$ cat src/include/irq_ctrl_pkg.sv
// package for the twelve source interrupt controller
// assumes one core clock, machine cycle of four clocks, apb register access
package irq_ctrl_pkg;
	localparam int unsigned NUM_SRC = 12;
	localparam int unsigned CLK_PER_MC = 4;
	localparam int unsigned CLK_HZ = 50000000;
	localparam int unsigned CALL_MC = 4;
	localparam int unsigned WORST_MC = 12;
	localparam int unsigned WORST_CLK = WORST_MC * CLK_PER_MC;
	localparam logic [1:0] SAMPLE_PHASE = 2'h2;
	// register byte addresses
	localparam logic [7:0] ADDR_ENABLE = 8'h00;
	localparam logic [7:0] ADDR_PRIO = 8'h04;
	localparam logic [7:0] ADDR_FLAGS = 8'h08;
	localparam logic [7:0] ADDR_WDCTL = 8'h0c;
	localparam logic [7:0] ADDR_TRIG = 8'h10;
	localparam logic [7:0] ADDR_STATUS = 8'h14;
	localparam logic [7:0] ADDR_TMR2 = 8'h18;
	localparam logic [7:0] ADDR_SERIAL = 8'h1c;
	// field positions
	localparam int unsigned GIE_BIT = 31;
	localparam int unsigned WD_FLAG_BIT = 3;
	localparam int unsigned WD_EN_BIT = 4;
	localparam logic [12:0] ENABLE_RST = 13'h0;
	localparam logic [11:0] PRIO_RST = 12'h000;
	// source indices in fixed polling order
	localparam int unsigned S_EXT0 = 0;
	localparam int unsigned S_TMR0 = 1;
	localparam int unsigned S_EXT1 = 2;
	localparam int unsigned S_TMR1 = 3;
	localparam int unsigned S_SER0 = 4;
	localparam int unsigned S_TMR2 = 5;
	localparam int unsigned S_SER1 = 6;
	localparam int unsigned S_EXT2 = 7;
	localparam int unsigned S_WDOG = 11;
	localparam logic [15:0] VEC_BASE = 16'h0003;
	localparam logic [15:0] VEC_STEP = 16'h0008;
	localparam logic [15:0] VEC_SER1 = 16'h003b;

	typedef struct packed {
		logic last_cycle;
		logic writes_irq_regs;
		logic is_interrupt_exit_insn;
		logic is_ret;
		logic call_done;
	} seq_status_t;

	typedef struct packed {
		logic call_req;
		logic [15:0] vector;
		logic [3:0] source;
	} call_req_t;
endpackage : irq_ctrl_pkg

$ cat src/logic/irq_ctrl.sv
// twelve source, two level interrupt controller with hardware long call request
// assumes sequencer reports instruction boundaries and finishes the call in four machine cycles
// Summary of operation
// - timer 0 and 1 overflow flags clear when their routine is vectored
// - timer 2 request ORs overflow and external event; neither cleared on vectoring
// - watchdog timeout sets control bit 3; requests only with extended enable bit 4
// - each serial port requests on receive or transmit done; hardware never clears
// - software may write every request flag, one makes a software request except on external 0 and 1 in level mode
// - per source enables; global enable gates all except power fail
// - two levels, high or low per source, no preemption by equal or lower
// - equal level ties resolve in fixed order, external 0 first, watchdog last
// - flags sampled, polled and resolved every machine cycle
// - call only if level free, last cycle, no enable write, not interrupt exit
// - pending requests are not latched; each poll is new
// - external 0 and 1 flags clear on vectoring only in edge mode
// - call pushes program counter, not status word, then loads vector
// - each of the twelve sources has its own fixed vector address
// - interrupt exit ends service; plain return leaves service state set
// - external inputs sampled at phase three; timer flags polled next cycle
// - call lasts four machine cycles, five minimum from flag to routine
// - worst case response twelve machine cycles with nothing else in service
// - edge inputs flag on high then low sample; hold each level one cycle
// - externals 2 to 5 edge only; hardware clear select clears on entry
`timescale 1ns/10ps
`default_nettype none
module irq_ctrl
	import irq_ctrl_pkg::*;
(
	input wire logic core_clk,
	input wire logic rst_n,
	input wire logic psel,
	input wire logic penable,
	input wire logic pwrite,
	input wire logic [7:0] paddr,
	input wire logic [31:0] pwdata,
	output logic [31:0] prdata,
	output logic pready,
	output logic pslverr,
	input wire logic [5:0] ext_input_pin_n,
	input wire logic timer0_overflow,
	input wire logic timer1_overflow,
	input wire logic timer2_overflow,
	input wire logic timer2_external_event,
	input wire logic [1:0] receive_done,
	input wire logic [1:0] transmit_done,
	input wire logic watchdog_timeout,
	input wire logic power_fail_interrupt,
	input wire seq_status_t seq_status,
	output call_req_t call_out,
	output logic push_pc_no_status,
	output logic [1:0] in_service,
	output logic mc_phase_end
);

	////////////////////////////////////////////////////////////////////////////
	// machine cycle phase divider

	logic [1:0] phase_ff;
	logic mc_tick;
	always_ff @(posedge core_clk or negedge rst_n) begin
		if (!rst_n) begin
			phase_ff <= 2'h0;
		end else begin
			phase_ff <= phase_ff + 2'h1;
		end
	end
	assign mc_tick = (phase_ff == 2'h3);
	assign mc_phase_end = mc_tick;

	////////////////////////////////////////////////////////////////////////////
	// pin synchronisers run every clock; levels sampled only at phase three

	logic [5:0] pin_meta_ff;
	logic [5:0] pin_sync_ff;
	logic [5:0] pin_prev_ff;
	logic [5:0] pin_level_ff;
	logic sample_phase_three;
	always_ff @(posedge core_clk or negedge rst_n) begin
		if (!rst_n) begin
			pin_meta_ff <= 6'h3f;
			pin_sync_ff <= 6'h3f;
		end else begin
			pin_meta_ff <= ext_input_pin_n;
			pin_sync_ff <= pin_meta_ff;
		end
	end
	assign sample_phase_three = (phase_ff == SAMPLE_PHASE);
	always_ff @(posedge core_clk or negedge rst_n) begin
		if (!rst_n) begin
			pin_prev_ff <= 6'h3f;
			pin_level_ff <= 6'h3f;
		end else if (sample_phase_three) begin
			pin_prev_ff <= pin_level_ff;
			pin_level_ff <= pin_sync_ff;
		end
	end
	logic [5:0] fall_edge;
	// high in one sample, low in the next; pins must hold one machine cycle
	assign fall_edge = pin_prev_ff & ~pin_level_ff;

	////////////////////////////////////////////////////////////////////////////
	// software registers

	logic apb_wr;
	logic apb_rd;
	logic [12:0] enable_ff;
	logic [11:0] prio_ff;
	logic [1:0] trig_ff;
	logic [3:0] hw_clear_select_ff;
	logic wd_enable_ff;
	assign apb_wr = psel && penable && pwrite;
	assign apb_rd = psel && penable && !pwrite;
	assign pready = 1'b1;

	always_ff @(posedge core_clk or negedge rst_n) begin
		if (!rst_n) begin
			enable_ff <= ENABLE_RST;
			prio_ff <= PRIO_RST;
			trig_ff <= 2'h0;
			hw_clear_select_ff <= 4'h0;
			wd_enable_ff <= 1'b0;
		end else if (apb_wr) begin
			unique case (paddr)
				ADDR_ENABLE: begin
					enable_ff <= {pwdata[GIE_BIT], pwdata[11:0]};
				end
				ADDR_PRIO: begin
					prio_ff <= pwdata[11:0];
				end
				ADDR_TRIG: begin
					trig_ff <= pwdata[1:0];
					hw_clear_select_ff <= pwdata[7:4];
				end
				ADDR_WDCTL: begin
					wd_enable_ff <= pwdata[WD_EN_BIT];
				end
				default: begin
				end
			endcase
		end
	end

	////////////////////////////////////////////////////////////////////////////
	// request flags

	logic [5:0] ext_flag_ff;
	logic [1:0] tmr01_flag_ff;
	logic [1:0] tmr2_flag_ff;
	logic [1:0] rx_flag_ff;
	logic [1:0] tx_flag_ff;
	logic wd_flag_ff;
	logic vector_taken;
	logic [11:0] win_onehot;

	// hardware clear on vectoring; a set in the same cycle wins
	logic [5:0] ext_clr;
	logic [1:0] tmr_clr;
	always_comb begin
		ext_clr = 6'h00;
		tmr_clr = 2'h0;
		if (vector_taken) begin
			ext_clr[0] = win_onehot[S_EXT0] & trig_ff[0];
			ext_clr[1] = win_onehot[S_EXT1] & trig_ff[1];
			ext_clr[5:2] = win_onehot[S_EXT2 +: 4] & hw_clear_select_ff;
			tmr_clr[0] = win_onehot[S_TMR0];
			tmr_clr[1] = win_onehot[S_TMR1];
		end
	end

	logic [5:0] ext_set;
	logic [5:0] level_follow;
	assign level_follow = {4'h0, ~trig_ff};
	always_comb begin
		ext_set = {fall_edge[5:2], 2'h0};
		for (int i = 0; i < 2; i++) begin
			// level mode follows the pin, edge mode takes the edge
			ext_set[i] = trig_ff[i] ? fall_edge[i] : ~pin_level_ff[i];
		end
	end

	always_ff @(posedge core_clk or negedge rst_n) begin
		if (!rst_n) begin
			ext_flag_ff <= 6'h00;
		end else begin
			for (int i = 0; i < 6; i++) begin
				if (sample_phase_three && ext_set[i]) begin
					ext_flag_ff[i] <= 1'b1;
				end else if (level_follow[i] && sample_phase_three) begin
					ext_flag_ff[i] <= 1'b0;
				end else if (apb_wr && paddr == ADDR_FLAGS) begin
					ext_flag_ff[i] <= pwdata[i];
				end else if (ext_clr[i]) begin
					ext_flag_ff[i] <= 1'b0;
				end
			end
		end
	end

	logic [1:0] tmr_ovf;
	assign tmr_ovf = {timer1_overflow, timer0_overflow};
	always_ff @(posedge core_clk or negedge rst_n) begin
		if (!rst_n) begin
			tmr01_flag_ff <= 2'h0;
		end else begin
			for (int i = 0; i < 2; i++) begin
				// overflow is posted at phase three, so it polls next cycle
				if (tmr_ovf[i]) begin
					tmr01_flag_ff[i] <= 1'b1;
				end else if (apb_wr && paddr == ADDR_FLAGS) begin
					tmr01_flag_ff[i] <= pwdata[8 + i];
				end else if (tmr_clr[i]) begin
					tmr01_flag_ff[i] <= 1'b0;
				end
			end
		end
	end

	always_ff @(posedge core_clk or negedge rst_n) begin
		if (!rst_n) begin
			tmr2_flag_ff <= 2'h0;
		end else begin
			// never cleared by vectoring, software resolves the cause
			for (int i = 0; i < 2; i++) begin
				if (i == 0 ? timer2_overflow : timer2_external_event) begin
					tmr2_flag_ff[i] <= 1'b1;
				end else if (apb_wr && paddr == ADDR_TMR2) begin
					tmr2_flag_ff[i] <= pwdata[i];
				end
			end
		end
	end

	always_ff @(posedge core_clk or negedge rst_n) begin
		if (!rst_n) begin
			rx_flag_ff <= 2'h0;
			tx_flag_ff <= 2'h0;
		end else begin
			for (int i = 0; i < 2; i++) begin
				if (receive_done[i]) begin
					rx_flag_ff[i] <= 1'b1;
				end else if (apb_wr && paddr == ADDR_SERIAL) begin
					rx_flag_ff[i] <= pwdata[2 * i];
				end
				if (transmit_done[i]) begin
					tx_flag_ff[i] <= 1'b1;
				end else if (apb_wr && paddr == ADDR_SERIAL) begin
					tx_flag_ff[i] <= pwdata[2 * i + 1];
				end
			end
		end
	end

	always_ff @(posedge core_clk or negedge rst_n) begin
		if (!rst_n) begin
			wd_flag_ff <= 1'b0;
		end else if (watchdog_timeout) begin
			wd_flag_ff <= 1'b1;
		end else if (apb_wr && paddr == ADDR_WDCTL) begin
			wd_flag_ff <= pwdata[WD_FLAG_BIT];
		end
	end

	////////////////////////////////////////////////////////////////////////////
	// poll and priority resolution

	logic [11:0] raw_req;
	logic [11:0] gated_req;
	assign raw_req = {wd_flag_ff & wd_enable_ff, ext_flag_ff[5:2],
		rx_flag_ff[1] | tx_flag_ff[1],
		tmr2_flag_ff[0] | tmr2_flag_ff[1],
		rx_flag_ff[0] | tx_flag_ff[0],
		tmr01_flag_ff[1], ext_flag_ff[1], tmr01_flag_ff[0], ext_flag_ff[0]};
	assign gated_req = raw_req & enable_ff[11:0] & {NUM_SRC{enable_ff[12]}};

	logic [1:0] active_ff;
	logic [11:0] hi_req;
	logic [11:0] lo_req;
	logic [11:0] pick;
	logic win_hi;
	logic pf_pick;
	logic poll_valid;
	assign hi_req = gated_req & prio_ff;
	assign lo_req = gated_req & ~prio_ff;
	// power fail bypasses the global enable and takes the highest level
	assign pf_pick = power_fail_interrupt && !active_ff[1];
	assign win_hi = (hi_req != 12'h000) && !active_ff[1];
	assign pick = win_hi ? hi_req : lo_req;
	always_comb begin
		win_onehot = 12'h000;
		for (int i = NUM_SRC - 1; i >= 0; i--) begin
			if (pick[i]) begin
				win_onehot = 12'h000;
				win_onehot[i] = 1'b1;
			end
		end
	end
	assign poll_valid = win_hi || ((lo_req != 12'h000) && active_ff == 2'h0);

	logic [3:0] win_idx;
	logic [15:0] win_vec;
	always_comb begin
		win_idx = 4'h0;
		for (int i = 0; i < NUM_SRC; i++) begin
			if (win_onehot[i]) begin
				win_idx = 4'(i);
			end
		end
		// serial 1 sits off the even stride
		if (win_idx == 4'(S_SER1)) begin
			win_vec = VEC_SER1;
		end else if (win_idx > 4'(S_SER1)) begin
			win_vec = VEC_BASE + VEC_STEP * {12'h000, win_idx + 4'h1};
		end else begin
			win_vec = VEC_BASE + VEC_STEP * {12'h000, win_idx};
		end
	end

	////////////////////////////////////////////////////////////////////////////
	// call generation, four machine cycle call window

	logic call_ok;
	logic [2:0] call_cnt_ff;
	// poll is fresh every machine cycle, nothing is remembered between polls
	assign call_ok = mc_tick && (call_cnt_ff == 3'h0) && seq_status.last_cycle
		&& !seq_status.writes_irq_regs && !seq_status.is_interrupt_exit_insn;
	assign vector_taken = call_ok && poll_valid && !pf_pick;

	always_ff @(posedge core_clk or negedge rst_n) begin
		if (!rst_n) begin
			call_cnt_ff <= 3'h0;
		end else if (call_ok && (poll_valid || pf_pick)) begin
			call_cnt_ff <= 3'(CALL_MC);
		end else if (mc_tick && call_cnt_ff != 3'h0) begin
			call_cnt_ff <= call_cnt_ff - 3'h1;
		end
	end

	always_ff @(posedge core_clk or negedge rst_n) begin
		if (!rst_n) begin
			call_out <= '0;
			push_pc_no_status <= 1'b0;
		end else begin
			call_out.call_req <= call_ok && (poll_valid || pf_pick);
			push_pc_no_status <= call_ok && (poll_valid || pf_pick);
			if (call_ok && (poll_valid || pf_pick)) begin
				call_out.vector <= pf_pick ? VEC_BASE : win_vec;
				call_out.source <= pf_pick ? 4'hf : win_idx;
			end
		end
	end

	////////////////////////////////////////////////////////////////////////////
	// in-service markers

	always_ff @(posedge core_clk or negedge rst_n) begin
		if (!rst_n) begin
			active_ff <= 2'h0;
		end else if (call_ok && (win_hi || pf_pick)) begin
			active_ff[1] <= 1'b1;
		end else if (vector_taken) begin
			active_ff[0] <= 1'b1;
		end else if (seq_status.is_interrupt_exit_insn && seq_status.last_cycle && mc_tick) begin
			// plain return leaves markers alone
			if (active_ff[1]) begin
				active_ff[1] <= 1'b0;
			end else begin
				active_ff[0] <= 1'b0;
			end
		end
	end
	assign in_service = active_ff;

	////////////////////////////////////////////////////////////////////////////
	// apb read side

	always_comb begin
		prdata = 32'h0000_0000;
		pslverr = 1'b0;
		if (apb_rd) begin
			unique case (paddr)
				ADDR_ENABLE: prdata = {enable_ff[12], 19'h0, enable_ff[11:0]};
				ADDR_PRIO: prdata = {20'h00000, prio_ff};
				ADDR_FLAGS: prdata = {22'h0, tmr01_flag_ff, 2'h0, ext_flag_ff};
				ADDR_WDCTL: prdata = {27'h0, wd_enable_ff, wd_flag_ff, 3'h0};
				ADDR_TRIG: prdata = {24'h000000, hw_clear_select_ff, 2'h0, trig_ff};
				ADDR_STATUS: prdata = {14'h0, active_ff, win_vec[11:0], win_idx};
				ADDR_TMR2: prdata = {30'h0, tmr2_flag_ff};
				ADDR_SERIAL: prdata = {28'h0000000, tx_flag_ff[1], rx_flag_ff[1],
					tx_flag_ff[0], rx_flag_ff[0]};
				default: pslverr = 1'b1;
			endcase
		end
	end
endmodule : irq_ctrl
`default_nettype wire

$ cat config.mk
export PLATFORM = sky130hd
export DESIGN_NAME = irq_ctrl
export DESIGN_NICKNAME = d
export VERILOG_FILES = /design/src/include/irq_ctrl_pkg.sv /design/src/logic/irq_ctrl.sv
export SDC_FILE = /design/constraint.sdc
export NUM_CORES = 1
export LEC_CHECK = 0
export BUFFER_PORTS_ARGS = -buffer_cell sky130_fd_sc_hd__buf_2
export CORE_ASPECT_RATIO = 0.5
export CORE_UTILIZATION = 40
export DETAILED_ROUTE_END_ITERATION = 12
export GPL_ROUTABILITY_DRIVEN = 0
export GPL_TIMING_DRIVEN = 0
export PLACE_DENSITY = 0.65
export SLEW_MARGIN = 20
export SYNTH_ARGS = -nofsm -noshare
export SYNTH_HDL_FRONTEND = slang
export SYNTH_SLANG_ARGS = --single-unit
$ cat constraint.sdc
create_clock -name core_clk -period 2.5 [get_ports core_clk]
set_input_delay 0.25 -clock core_clk [delete_from_list [all_inputs] [get_ports core_clk]]
set_output_delay 0.25 -clock core_clk [all_outputs]
set_load 0.02 [all_outputs]
==> qor.csv <==
metric;value;unit
row count;28;
Compound-Gate Fraction of Synth Area;0.208;
slew margin rel.;0.329;
adder-cell share of the synthesized area;0.00991;
CTS max path bufs;2;
Slowest-stage cell, CP;dfrtp_2;
Hold Crit Class;in2reg;
Max FO, Critical Path;8;
Cell Area, Placed;0.00587;mm^2
Final ANT Viol Nets;0;
final hold violation count;0;
R2R cell count;15;
fin. max-slew vios;0;
critical path's most frequent cell;buf_6;
post-route setup slack;-1.02;ns
clk sink count;88;
post-synthesis mux area share;0.0870;
Worst VDD drop;363;uV
GRT Util Overall;0.248;
first-pass GRT wire length;24500;um
drt wl/cell;19.6;um
vias in the first global route;4522;
Worst-Margin Slew;1.01;ns
max cap viols;0;
Max stage delay on crit path;0.44;ns
Crit Reg-Reg Startpoint;enable_ff[12];
simple-gate share of the synthesized area;0.174;
die area;0.0131;mm^2
status;finished with violations;
Die Height;81.4;um
Skew-Pair Late Insertion Delay;0.35;ns
DR iter-0 viols;514;
Yosys top cell area share;0.317;
ANT cells;0;
CTS root buf;clkbuf_16;
worst hold path cell count;2;
Crit. End Element;output pin;
Yosys reg bits;88;
YS warnings;0;
Post-synth EDFFs;0;
fraction of registers with async set/reset;1.00;
Post-Syn Area;0.00505;mm^2
HPWL Detailed;11200;um
dominant cell type by area after synthesis;dfrtp_1;
hold path endpoint;tx_flag_ff[0];
P_leak;3.05;nW
number of CTS-inserted buffers;9;
I/O pins;125;
total power;0.00339;W
combinational family with the most area after synthesis;compound AO/OA/AOI/OAI gates;
Avg Cell Area, Syn;10.1;um^2
post-synthesis sequential area ratio;0.442;
crit path kind;reg2out;
area grow syn2layout;37.9;%
failing checks;negative setup slack;
vias;4849;
Final TNS setup;-12.06;ns
final cell utilization of the core;0.578;
GRT overflow;0;
Routed WL;16400;um
Hold Crit Start;transmit_done[0];
worst reg2reg setup slack;-0.53;ns
CTS tree;yes;
post-route cell area;0.00696;mm^2
RSZ-0062 raised after global routing;true;
# fillers;1023;
register clock-pin slew on the reported worst setup and hold paths;0.07;ns
Initial Util;0.419;
CP Data Required Time;2.25;ns
WHS;0.0905;ns
pin count of the biggest net entering global routing;56;
Post-Synth XOR/XNOR Area;0.00347;
Worst setup SP type;register;
Avg Vias per Cell;5.81;
PortBufs;75;
Tcrit/Tclk final;1.41;
initial antenna violation count;0;
CP arrival;3.27;ns
worst reg2reg path endpoint;ext_flag_ff[5];
critical path cell sequence;buf_8, buf_4, nand4_1, o2111a_2, and3_4, buf_6, o31a_1, nor4_4, buf_6, and2_4, o21ai_4, o31a_1, nor2_4, buf_6;
Worst Setup SP;enable_ff[12];
main area contributors after synthesis;dfrtp_1 (32%), dfstp_2 (12%), mux2_2 (8.7%), buf_4 (4.5%), nand2_1 (2.9%);
post-synthesis cell type count;70;
htree depth;3;
die width;161;um
Post-synth top flop;dfrtp_1;
share of cells above drive strength 1;0.457;
count of final setup violators;24;
highest clock rate;284;MHz
core area;0.0121;mm^2
P per Cell Area;486;mW/mm^2
Mapped Cells;500;
Min Clock Period, post-route;3.52;ns
layout net count;734;
skew final;0.00783;ns
1st-pass router iterations;5;
drt drc;0;
-- layer usage --
layer	share of wire	vias up	global-route usage
li1	-	2159	-
met1	0.43	2340	0.328
met2	0.43	292	0.375
met3	0.11	58	0.0773
met4	0.033	0	0.113
met5	0	-	0
-- cell families (layout without fill, tap and decap cells) --
logic type	after synthesis	in the layout
other cells	2	28
buf+inv	63	206
simple gates	169	169
flops	88	88
compound gates	133	133
xor+xnor	2	2
mux	39	39
fa+ha+maj	4	4
-- worst max path at each step --
stage / slack [ns] / endpoint
3_5_place_dp: -0.85 / prdata[8]
6_report: -1.02 / prdata[10]
4_1_cts: -0.98 / prdata[8]
3_3_place_gp: -0.86 / prdata[8]
2_1_floorplan: -0.26 / prdata[8]
5_1_grt: -1.12 / prdata[8]
-- cell type report --
type,instances,area [um^2],area share
Timing Repair Buffer,127,891,0.128
Clock buffer,11,275,0.0395
Multi-Input combinational cell,375,2910,0.418
Tap cell,165,206,0.0297
Clock inverter,5,46.3,0.00665
Inverter,16,60.1,0.00863
Sequential cell,88,2230,0.321
Buffer,47,337,0.0483
-- state kept, by name, summed over array words and instances (netlist names) --
signal and flops:
phase_ff 2, tmr2_flag_ff 2, pin_prev_ff 6, push_pc_no_status 1, pin_meta_ff 6, tmr01_flag_ff 2
enable_ff 13, hw_clear_select_ff 4, pin_sync_ff 6, wd_enable_ff 1, call_cnt_ff 3, rx_flag_ff 2
tx_flag_ff 2, prio_ff 12, wd_flag_ff 1, trig_ff 2, call_out 9, pin_level_ff 6
in_service 2, ext_flag_ff 6
-- per-stage QoR --
step                      worst slack, ns  std cells
after detailed placement           -0.848        767
after CTS                          -0.976        821
after global placement             -0.861        766
final                               -1.02        834
after global routing                -1.12        834
after floorplan                    -0.259        526
-- report_power, final --
part           switching, W  internal (W)
logic              0.000237      0.000162
clock network      0.000614      0.000808
registers         0.0000512       0.00151
-- critical path: cells and delay by family (launching register included) --
kind	cells	cell delay [ns]
AOI/OAI and AO/OA	4	0.91
and+or+nand+nor	5	0.85
buffers and inverters	5	0.71
DFF	1	0.44
-- layout by cell type, fill, tap and decap left out, types with 4 or more instances in the layout --
cell type	synthesis	routed
a211o_1	9	8
a21oi_1	15	13
a22oi_1	15	15
a31oi_1	7	4
a32oi_1	4	4
and3_1	18	15
buf_2	2	67
buf_4	30	68
buf_6	3	17
clkbuf_1	11	9
clkbuf_16	0	11
conb_1	2	28
dfrtp_1	64	63
dfstp_2	24	24
dlygate4sd3_1	0	7
ha_1	4	4
inv_1	16	15
mux2_2	39	39
nand2_1	39	37
nand2b_1	4	4
nand3_1	24	20
nand3_2	0	4
nand3b_1	5	5
nand4_1	11	11
nor2_1	35	24
nor2_2	2	6
nor2_4	0	7
nor3_1	11	6
o21ai_0	20	14
o21ai_1	3	6
o21ai_2	2	4
o31a_1	6	6
or3_1	4	4
-- repair_timing --
item / 4_1_cts / 5_1_grt
setup buffers: 30 / 15
gates resized for setup: 53 / 41
endpoints found under the setup margin: 40 / 32
cloned: 1 / 0
hold buffers: 7 / 0
hold endpoints to repair: 15 / 0
pin swaps: 24 / 20
-- cells in the mapped netlist, drive strengths merged, types with 4 or more instances --
| master | instances |
|---|---|
| dfrtp | 64 |
| nand2 | 39 |
| a211o | 9 |
| nand4 | 12 |
| nand3b | 5 |
| mux2 | 39 |
| ha | 4 |
| nor3 | 11 |
| a21oi | 15 |
| inv | 16 |
| o21ai | 25 |
| o211ai | 4 |
| o31ai | 7 |
| a32oi | 4 |
| nand3 | 24 |
| nand2b | 4 |
| and3 | 18 |
| o31a | 6 |
| nor2 | 37 |
| or3 | 4 |
| buf | 36 |
| dfstp | 24 |
| a31oi | 7 |
| a22oi | 15 |
| clkbuf | 11 |
| a211oi | 4 |
Power figures use the tool's default switching activity.
